--- config.mk ---
export PLATFORM = sky130hd
export DESIGN_NAME = i2c_target_port
export DESIGN_NICKNAME = d
export VERILOG_FILES = /design/src/i2c_target_pkg.sv /design/src/i2c_target_port.sv /design/src/i2c_reg_mem.sv
export SDC_FILE = /design/constraint.sdc
export NUM_CORES = 2
export LEC_CHECK = 0
export BUFFER_PORTS_ARGS = -buffer_cell sky130_fd_sc_hd__buf_2
export CAP_MARGIN = 20
export CORE_MARGIN = 2
export CORE_UTILIZATION = 50
export CTS_CLUSTER_SIZE = 14
export DETAILED_ROUTE_END_ITERATION = 10
export PLACE_DENSITY_LB_ADDON = 0.08
export SYNTH_ARGS = -nofsm -noshare
export SYNTH_HDL_FRONTEND = slang
export SYNTH_SLANG_ARGS = --single-unit
--- constraint.sdc ---
create_clock -name i_clk -period 5 [get_ports i_clk]
set_input_delay 0 -clock i_clk [delete_from_list [all_inputs] [get_ports i_clk]]
set_output_delay 0 -clock i_clk [all_outputs]
set_load 0.03 [all_outputs]
--- src/i2c_target_pkg.sv ---
// shared constants and types for the i2c target port
package i2c_target_pkg;

   // ==========================================
   // bus addresses and rates
   localparam logic [6:0] ADDR_STRAP_HIGH = 7'h1D;
   localparam logic [6:0] ADDR_STRAP_LOW  = 7'h53;
   localparam int         CLK_HZ          = 25_000_000;
   localparam int         SCL_STD_HZ      = 100_000;
   localparam int         SCL_FAST_HZ     = 400_000;
   localparam int         FAST_PERIOD_CYC = CLK_HZ / SCL_FAST_HZ;

   // ==========================================
   // reset values and register memory
   localparam logic [7:0] PTR_RESET   = 8'h00;
   localparam int         MEM_DEPTH   = 256;
   localparam logic [2:0] BIT_LAST    = 3'h7;

   // ==========================================
   // link state
   typedef enum logic [2:0] {
      ST_IDLE  = 3'b000,
      ST_ADDR  = 3'b001,
      ST_AACK  = 3'b010,
      ST_WRX   = 3'b011,
      ST_WACK  = 3'b100,
      ST_RTX   = 3'b101,
      ST_RACK  = 3'b110
   } link_state_t;

   typedef struct packed {
      logic       we;
      logic [7:0] addr;
      logic [7:0] wdata;
   } mem_req_t;

endpackage

--- src/i2c_target_port.sv ---
// i2c target port of the accelerometer register interface
// Contract
// - serial port starts an i2c target transaction only while chip select is high
// - standard 100 kHz and fast 400 kHz transfers; bench master first runs 8 clocks per bit (3.125 MHz, above fast mode), then 250 clocks per bit (100 kHz)
// - single and multi byte writes and reads in one transaction
// - strap high: address 0x1D, bytes 0x3A write, 0x3B read
// - strap low: address 0x53, bytes 0xA6 write, 0xA7 read
// - write: address, register byte, data bytes all acknowledged by target
// - read: register written, repeated start, data returned until master nacks
`timescale 1ns/1ps
module i2c_target_port
   import i2c_target_pkg::*;
(
   input  wire logic i_clk,
   input  wire logic i_resetn,
   input  wire logic i_cs,
   input  wire logic i_bus_id_strap_pin,
   input  wire logic i_scl,
   input  wire logic i_sda,
   output logic      o_sda,
   output logic      o_sda_oe,
   output logic      o_busy
);
   // ==========================================
   // input synchronisers
   logic [1:0] scl_s;
   logic [1:0] sda_s;
   logic [1:0] cs_s;
   logic [1:0] strap_s;
   logic       scl_d;
   logic       sda_d;

   always_ff @(posedge i_clk or negedge i_resetn) begin
      if (!i_resetn) begin
         scl_s   <= 2'h3;
         sda_s   <= 2'h3;
         cs_s    <= 2'h0;
         strap_s <= 2'h0;
         scl_d   <= 1'b1;
         sda_d   <= 1'b1;
      end else begin
         scl_s   <= {scl_s[0], i_scl};
         sda_s   <= {sda_s[0], i_sda};
         cs_s    <= {cs_s[0], i_cs};
         strap_s <= {strap_s[0], i_bus_id_strap_pin};
         scl_d   <= scl_s[1];
         sda_d   <= sda_s[1];
      end
   end

   logic scl;
   logic sda;
   logic scl_rise;
   logic scl_fall;
   logic start_c;
   logic stop_c;
   logic [6:0] own_addr;

   assign scl      = scl_s[1];
   assign sda      = sda_s[1];
   assign scl_rise = scl & ~scl_d;
   assign scl_fall = ~scl & scl_d;
   assign start_c  = cs_s[1] & scl & scl_d & sda_d & ~sda;
   assign stop_c   = scl & scl_d & ~sda_d & sda;
   assign own_addr = strap_s[1] ? ADDR_STRAP_HIGH : ADDR_STRAP_LOW;

   // ==========================================
   // link state machine
   link_state_t state;
   link_state_t next_state;
   logic [2:0]  bitc;
   logic [2:0]  next_bitc;
   logic [7:0]  shreg;
   logic [7:0]  next_shreg;
   logic [7:0]  ptr;
   logic [7:0]  next_ptr;
   logic        have_reg;
   logic        next_have_reg;
   logic        rd_mode;
   logic        next_rd_mode;
   logic        sda_oe;
   logic        next_sda_oe;
   logic        sda_o;
   logic        next_sda_o;
   logic        busy;
   logic        next_busy;
   mem_req_t    req;
   logic [7:0]  rdata;

   i2c_reg_mem u_mem (
      .i_clk   (i_clk),
      .i_req   (req),
      .o_rdata (rdata)
   );

   // counter steps
   function automatic logic [7:0] step_ptr(input logic [7:0] v);
      return v + 8'h01;
   endfunction
   function automatic logic [2:0] step_bit(input logic [2:0] v);
      return v + 3'h1;
   endfunction

   always_comb begin
      next_state    = state;
      next_bitc     = bitc;
      next_shreg    = shreg;
      next_ptr      = ptr;
      next_have_reg = have_reg;
      next_rd_mode  = rd_mode;
      next_sda_oe   = sda_oe;
      next_sda_o    = sda_o;
      next_busy     = busy;
      req.we        = 1'b0;
      req.addr      = ptr;
      req.wdata     = shreg;
      if (start_c) begin
         next_state  = ST_ADDR;
         next_bitc   = 3'h0;
         next_sda_oe = 1'b0;
         next_busy   = 1'b1;
      end else if (stop_c) begin
         next_state  = ST_IDLE;
         next_sda_oe = 1'b0;
         next_busy   = 1'b0;
      end else begin
         unique case (state)
            ST_IDLE: begin
               next_sda_oe = 1'b0;
            end
            ST_ADDR, ST_WRX: begin
               if (scl_rise) begin
                  next_shreg = {shreg[6:0], sda};
                  next_bitc  = step_bit(bitc);
                  if (bitc == BIT_LAST) begin
                     next_state = (state == ST_ADDR) ? ST_AACK : ST_WACK;
                  end
               end
            end
            ST_AACK, ST_WACK: begin
               if (scl_fall && !sda_oe) begin
                  if (state == ST_WACK || shreg[7:1] == own_addr) begin
                     next_sda_oe = 1'b1;
                     next_sda_o  = 1'b0;
                     if (state == ST_AACK) begin
                        next_rd_mode = shreg[0];
                     end else if (!have_reg) begin
                        next_ptr      = shreg;
                        next_have_reg = 1'b1;
                     end else begin
                        req.we   = 1'b1;
                        next_ptr = step_ptr(ptr);
                     end
                  end else begin
                     next_state = ST_IDLE;
                     next_busy  = 1'b0;
                  end
               end else if (scl_fall) begin
                  next_bitc = 3'h0;
                  if (state == ST_AACK && rd_mode) begin
                     next_state  = ST_RTX;
                     next_shreg  = rdata;
                     next_sda_o  = rdata[7];
                     next_ptr    = step_ptr(ptr);
                  end else begin
                     next_sda_oe = 1'b0;
                     next_state  = ST_WRX;
                     if (state == ST_AACK) begin
                        next_have_reg = 1'b0;
                     end
                  end
               end
            end
            ST_RTX: begin
               if (scl_fall) begin
                  next_bitc = step_bit(bitc);
                  if (bitc == BIT_LAST) begin
                     next_sda_oe = 1'b0;
                     next_state  = ST_RACK;
                  end else begin
                     next_shreg = {shreg[6:0], 1'b0};
                     next_sda_o = shreg[6];
                  end
               end
            end
            ST_RACK: begin
               if (scl_rise) begin
                  if (sda) begin
                     next_state = ST_IDLE;
                     next_busy  = 1'b0;
                  end else begin
                     next_shreg = rdata;
                     next_ptr   = step_ptr(ptr);
                  end
               end else if (scl_fall) begin
                  next_state  = ST_RTX;
                  next_bitc   = 3'h0;
                  next_sda_oe = 1'b1;
                  next_sda_o  = shreg[7];
               end
            end
            default: begin
               next_state = ST_IDLE;
            end
         endcase
      end
   end

   always_ff @(posedge i_clk or negedge i_resetn) begin
      if (!i_resetn) begin
         state    <= ST_IDLE;
         bitc     <= 3'h0;
         shreg    <= 8'h00;
         ptr      <= PTR_RESET;
         have_reg <= 1'b0;
         rd_mode  <= 1'b0;
         sda_oe   <= 1'b0;
         sda_o    <= 1'b1;
         busy     <= 1'b0;
      end else begin
         state    <= next_state;
         bitc     <= next_bitc;
         shreg    <= next_shreg;
         ptr      <= next_ptr;
         have_reg <= next_have_reg;
         rd_mode  <= next_rd_mode;
         sda_oe   <= next_sda_oe;
         sda_o    <= next_sda_o;
         busy     <= next_busy;
      end
   end

   assign o_sda    = sda_o;
   assign o_sda_oe = sda_oe;
   assign o_busy   = busy;

   // ==========================================
   // assertions
   property p_ack_low;
      @(posedge i_clk) disable iff (!i_resetn)
         ((state == ST_AACK || state == ST_WACK) && sda_oe) |-> !sda_o;
   endproperty
   a_ack_low: assert property (p_ack_low) else $error("ack not low");

   property p_idle_release;
      @(posedge i_clk) disable iff (!i_resetn)
         (state == ST_IDLE) |=> (!sda_oe || start_c);
   endproperty
   a_idle_release: assert property (p_idle_release) else $error("sda driven idle");

   property p_stop_idle;
      @(posedge i_clk) disable iff (!i_resetn)
         stop_c && !start_c |=> state == ST_IDLE && !busy;
   endproperty
   a_stop_idle: assert property (p_stop_idle) else $error("stop ignored");

   property p_wr_step;
      @(posedge i_clk) disable iff (!i_resetn)
         req.we |=> ptr == $past(ptr) + 8'h01;
   endproperty
   a_wr_step: assert property (p_wr_step) else $error("pointer not stepped");

   property p_nack_end;
      @(posedge i_clk) disable iff (!i_resetn)
         (state == ST_RACK && scl_rise && sda && !start_c && !stop_c) |=> state == ST_IDLE;
   endproperty
   a_nack_end: assert property (p_nack_end) else $error("read went on after nack");

   property p_addr_match;
      @(posedge i_clk) disable iff (!i_resetn)
         (state == ST_AACK && scl_fall && !sda_oe && !start_c && !stop_c
          && shreg[7:1] != own_addr) |=> state == ST_IDLE;
   endproperty
   a_addr_match: assert property (p_addr_match) else $error("foreign address acked");

   property p_strap_low;
      @(posedge i_clk) disable iff (!i_resetn)
         (state == ST_AACK && scl_fall && !sda_oe && !start_c && !stop_c
          && !strap_s[1] && shreg[7:1] == 7'h53) |=> sda_oe && !sda_o;
   endproperty
   a_strap_low: assert property (p_strap_low) else $error("wrong low strap address");

   property p_unselected;
      @(posedge i_clk) disable iff (!i_resetn)
         (!cs_s[1] && state == ST_IDLE) |=> state == ST_IDLE;
   endproperty
   a_unselected: assert property (p_unselected) else $error("started while deselected");
endmodule

--- src/i2c_reg_mem.sv ---
// register memory behind the i2c target port
`timescale 1ns/1ps
module i2c_reg_mem
   import i2c_target_pkg::*;
(
   input  wire logic       i_clk,
   input  wire mem_req_t   i_req,
   output logic [7:0]      o_rdata
);
   logic [7:0] mem [MEM_DEPTH];

   always_ff @(posedge i_clk) begin
      if (i_req.we) begin
         mem[i_req.addr] <= i_req.wdata;
      end
      o_rdata <= mem[i_req.addr];
   end
endmodule

==> results.ini <==
[pwr]
p_seq_frac = 0.430
power.density_nw_per_um2 = 560
sw_frac_of_total = 0.308
p_clk_frac = 0.303
intPower_mw = 35.3
power_frac_comb = 0.267
p_sw_mw = 15.7
vdd_drop_max_mv = 0.476
p_total_mw = 51.0
p_leak_nw = 28.2

[sta]
skew_ns = 0.0254
setup_viol = 0
worstMarginPinSlew_ns = 1.27
drv_slew = 0
post-route-period-util = 0.882
max_freq_ghz = 0.227
slew_headroom = 0.139
hold_ws_ns = 0.353
finalSetupTns_ns = 0
hold_viol = 0
fin_crit_ns = 4.41
grt_setup_unrepaired = false

[detailed_routing]
drc_errors = 0
via_per_inst = 6.23
drtAntennaViolNets = 0
drt_iter0_drc = 5295
routedWlPerCell_um = 31.6
route.vias.total = 39200
finalWirelength_um = 199000
drt_pass1_iterations = 7

[logic_synthesis]
synth_fp_nets = 3795
syn_avg_cell_area_um2 = 21.3
ys_warn_count = 0
synth_area_um2 = 80500
ys.flop_type = edfxtp_1
yosysUniqueCellTypes = 54
synth_cells = 3779
async_flop_share = 0.0177
synth-edff-count = 2048
ys_seq_elements = 2093
yosysSeqAreaShare = 0.777

[clock_network]
cts_buffers = 206
tritoncts = built
cts_buffer_depth = 3
cts_setup_buffers = 0
root_buffer = clkbuf_16
cts.clk_slew.worst_paths_ns = 0.06
clk_latency_ns = 0.84
cts_sinks = 2093
h-tree-depth = 4

[critical_path]
critPathArrivalTime_ns = 5.07
cp_top_family = compound AO/OA/AOI/OAI gates
critPathKind = reg -> reg
worst_path_largest_cell_delay_ns = 1.05
critPathSlowestCell = o41ai_1
critical_path_required_ns = 5.66
worstPathMaxFanout = 138
end_kind = register
path_cells = buf_12 > buf_4 > mux4_2 > a22oi_1 > a21oi_1 > o41ai_1 > nand4_1
setup.worst_path.start_class = register
path_buf_inv = 2

[placement]
routabilityCongestion = 0.863
io_buffers = 8
placed_cell_area_um2 = 84000
dp_hpwl_um = 117000

[layout]
seqCellArea_um2 = 62600
multi_input_area_um2 = 16900
top_register = u_mem.mem
drive_gt1_frac = 0.256
design_area_um2 = 91000
fin_util = 0.568
fin_nets = 3972
largest_reg_flops = 2048
n_fill_cell = 11600
antenna_cells = 0
syn_to_final_growth_pct = 13.0

[floorplanning]
fp.dieW_um = 405
rows = 147
num_io_pins = 9
die_h_um = 405
core_area_um2 = 160000
die-area_um2 = 164000
initial_core_util = 0.503

[run_status]
outcome = complete, no violations

[grt]
antenna_found_initial = 5
grt_max_degree = 196
grt_pass1_wl_um = 288000
grt_remaining_overflow = 0
grt_util_all_layers = 0.246
first_global_vias = 40200

[run]
max_cap_violations = 0

[min_path]
hold_path.class = reg -> reg

cell families after synthesis:
family / after synthesis / synth area share
flops: 2093 / 0.777
mux: 529 / 0.145
compound gates: 497 / 0.0413
simple gates: 394 / 0.0206
buf+inv: 256 / 0.0138
fa+ha+maj: 10 / 0.00155
per-stage QoR:
step                cells  worst slack [ns]
finish               6297             0.588
floorplan            3779            0.0100
CTS                  6296             0.701
detailed placement   5896             0.725
global route         6297             0.440
global placement     5893            0.0258
worst register-to-register path: stages (launching register included):
cell and delay [ns]:
dfrtp_4 0.83, buf_12 0.72, buf_4 0.53, mux4_2 0.38, a22oi_1 0.32, a21oi_1 0.23, o41ai_1 1.05, nand4_1 0.19
final cells by class:
class | count | area share
Clock buffer | 260 | 0.0607
Clock inverter | 129 | 0.0140
Inverter | 7 | 0.000289
Multi-Input combinational cell | 1430 | 0.186
Sequential cell | 2093 | 0.688
Tap cell | 2160 | 0.0297
Timing Repair Buffer | 218 | 0.0213
cell usage in the layout (no fill, tap or decap), types with 3 or more instances in the layout:
master,instances
clkinv_2,42
clkinv_8,3
clkbuf_8,4
ha_1,10
nor2b_1,8
nor2_1,276
bufinv_16,22
buf_4,175
clkinv_1,47
dlygate4sd3_1,10
dfxtp_1,8
and3_1,5
inv_6,3
dfrtp_4,10
buf_2,9
edfxtp_1,2048
mux2i_1,11
nand2b_1,5
nand4_1,10
nor3_1,3
a22oi_1,256
clkbuf_1,44
o41ai_1,31
mux2_2,6
mux4_2,512
clkbuf_16,212
dfstp_2,7
clkinvlp_4,8
a21oi_1,155
nand2_1,38
o21ai_0,22
nand3_1,19
inv_1,7
dfrtp_1,20
nand2_2,6
buf_12,22
o22ai_1,9
nand3b_1,3
cells in the mapped netlist (10+ instances only):
cell type,number,area (um^2)
nand4_1,10,62.6
nor2_1,277,1040
nand2_1,44,165
a22oi_1,256,1920
ha_1,10,125
mux4_2,512,11500
dfrtp_1,30,751
buf_4,10,75.1
clkbuf_1,155,582
buf_1,25,93.8
mux2i_1,11,110
buf_2,53,265
edfxtp_1,2048,61500
a21oi_1,155,776
o41ai_1,32,280
o21ai_0,22,110
nor2b_1,11,68.8
nand3_1,19,95.1
path summary, 6_finish.rpt:
check                                 from                to  slack [ns]  cells after the start
max in group asynchronous         i_resetn          shreg[5]        4.27                      4
worst min register to register  strap_s[0]        strap_s[1]        0.35                      0
worst min-delay path            strap_s[0]        strap_s[1]        0.35                      0
min in group asynchronous         i_resetn             o_sda        0.45                      3
worst max register to register      ptr[1]  u_mem.o_rdata[1]        0.59                      7
worst max-delay path                ptr[1]  u_mem.o_rdata[1]        0.59                      7
routing by layer:
layer / share of wire / wire (um) / global-route usage / vias up
met5: 0.00011 / 21 / 0 / -
met1: 0.42 / 83200 / 0.355 / 21000
met3: 0.077 / 15200 / 0.0477 / 311
li1: - / - / - / 16300
met2: 0.48 / 95200 / 0.385 / 1623
met4: 0.026 / 5110 / 0.0710 / 4
power by group through the flow:
stage	logic [mW]	clock network, mW	registers [mW]
floorplan	7.97	0	22.9
CTS	13.8	15.7	21.9
global placement	13.5	0	22.2
finish	13.6	15.4	21.9
global route	14.4	16.4	22.0
detailed placement	13.7	0	22.3
repair_timing:
action,CTS,global route
setup endpoints to repair,0,0
hold endpoints to repair,41,0
resized for setup,0,0
hold buffers,11,0
(Power assumes the default switching activity.)
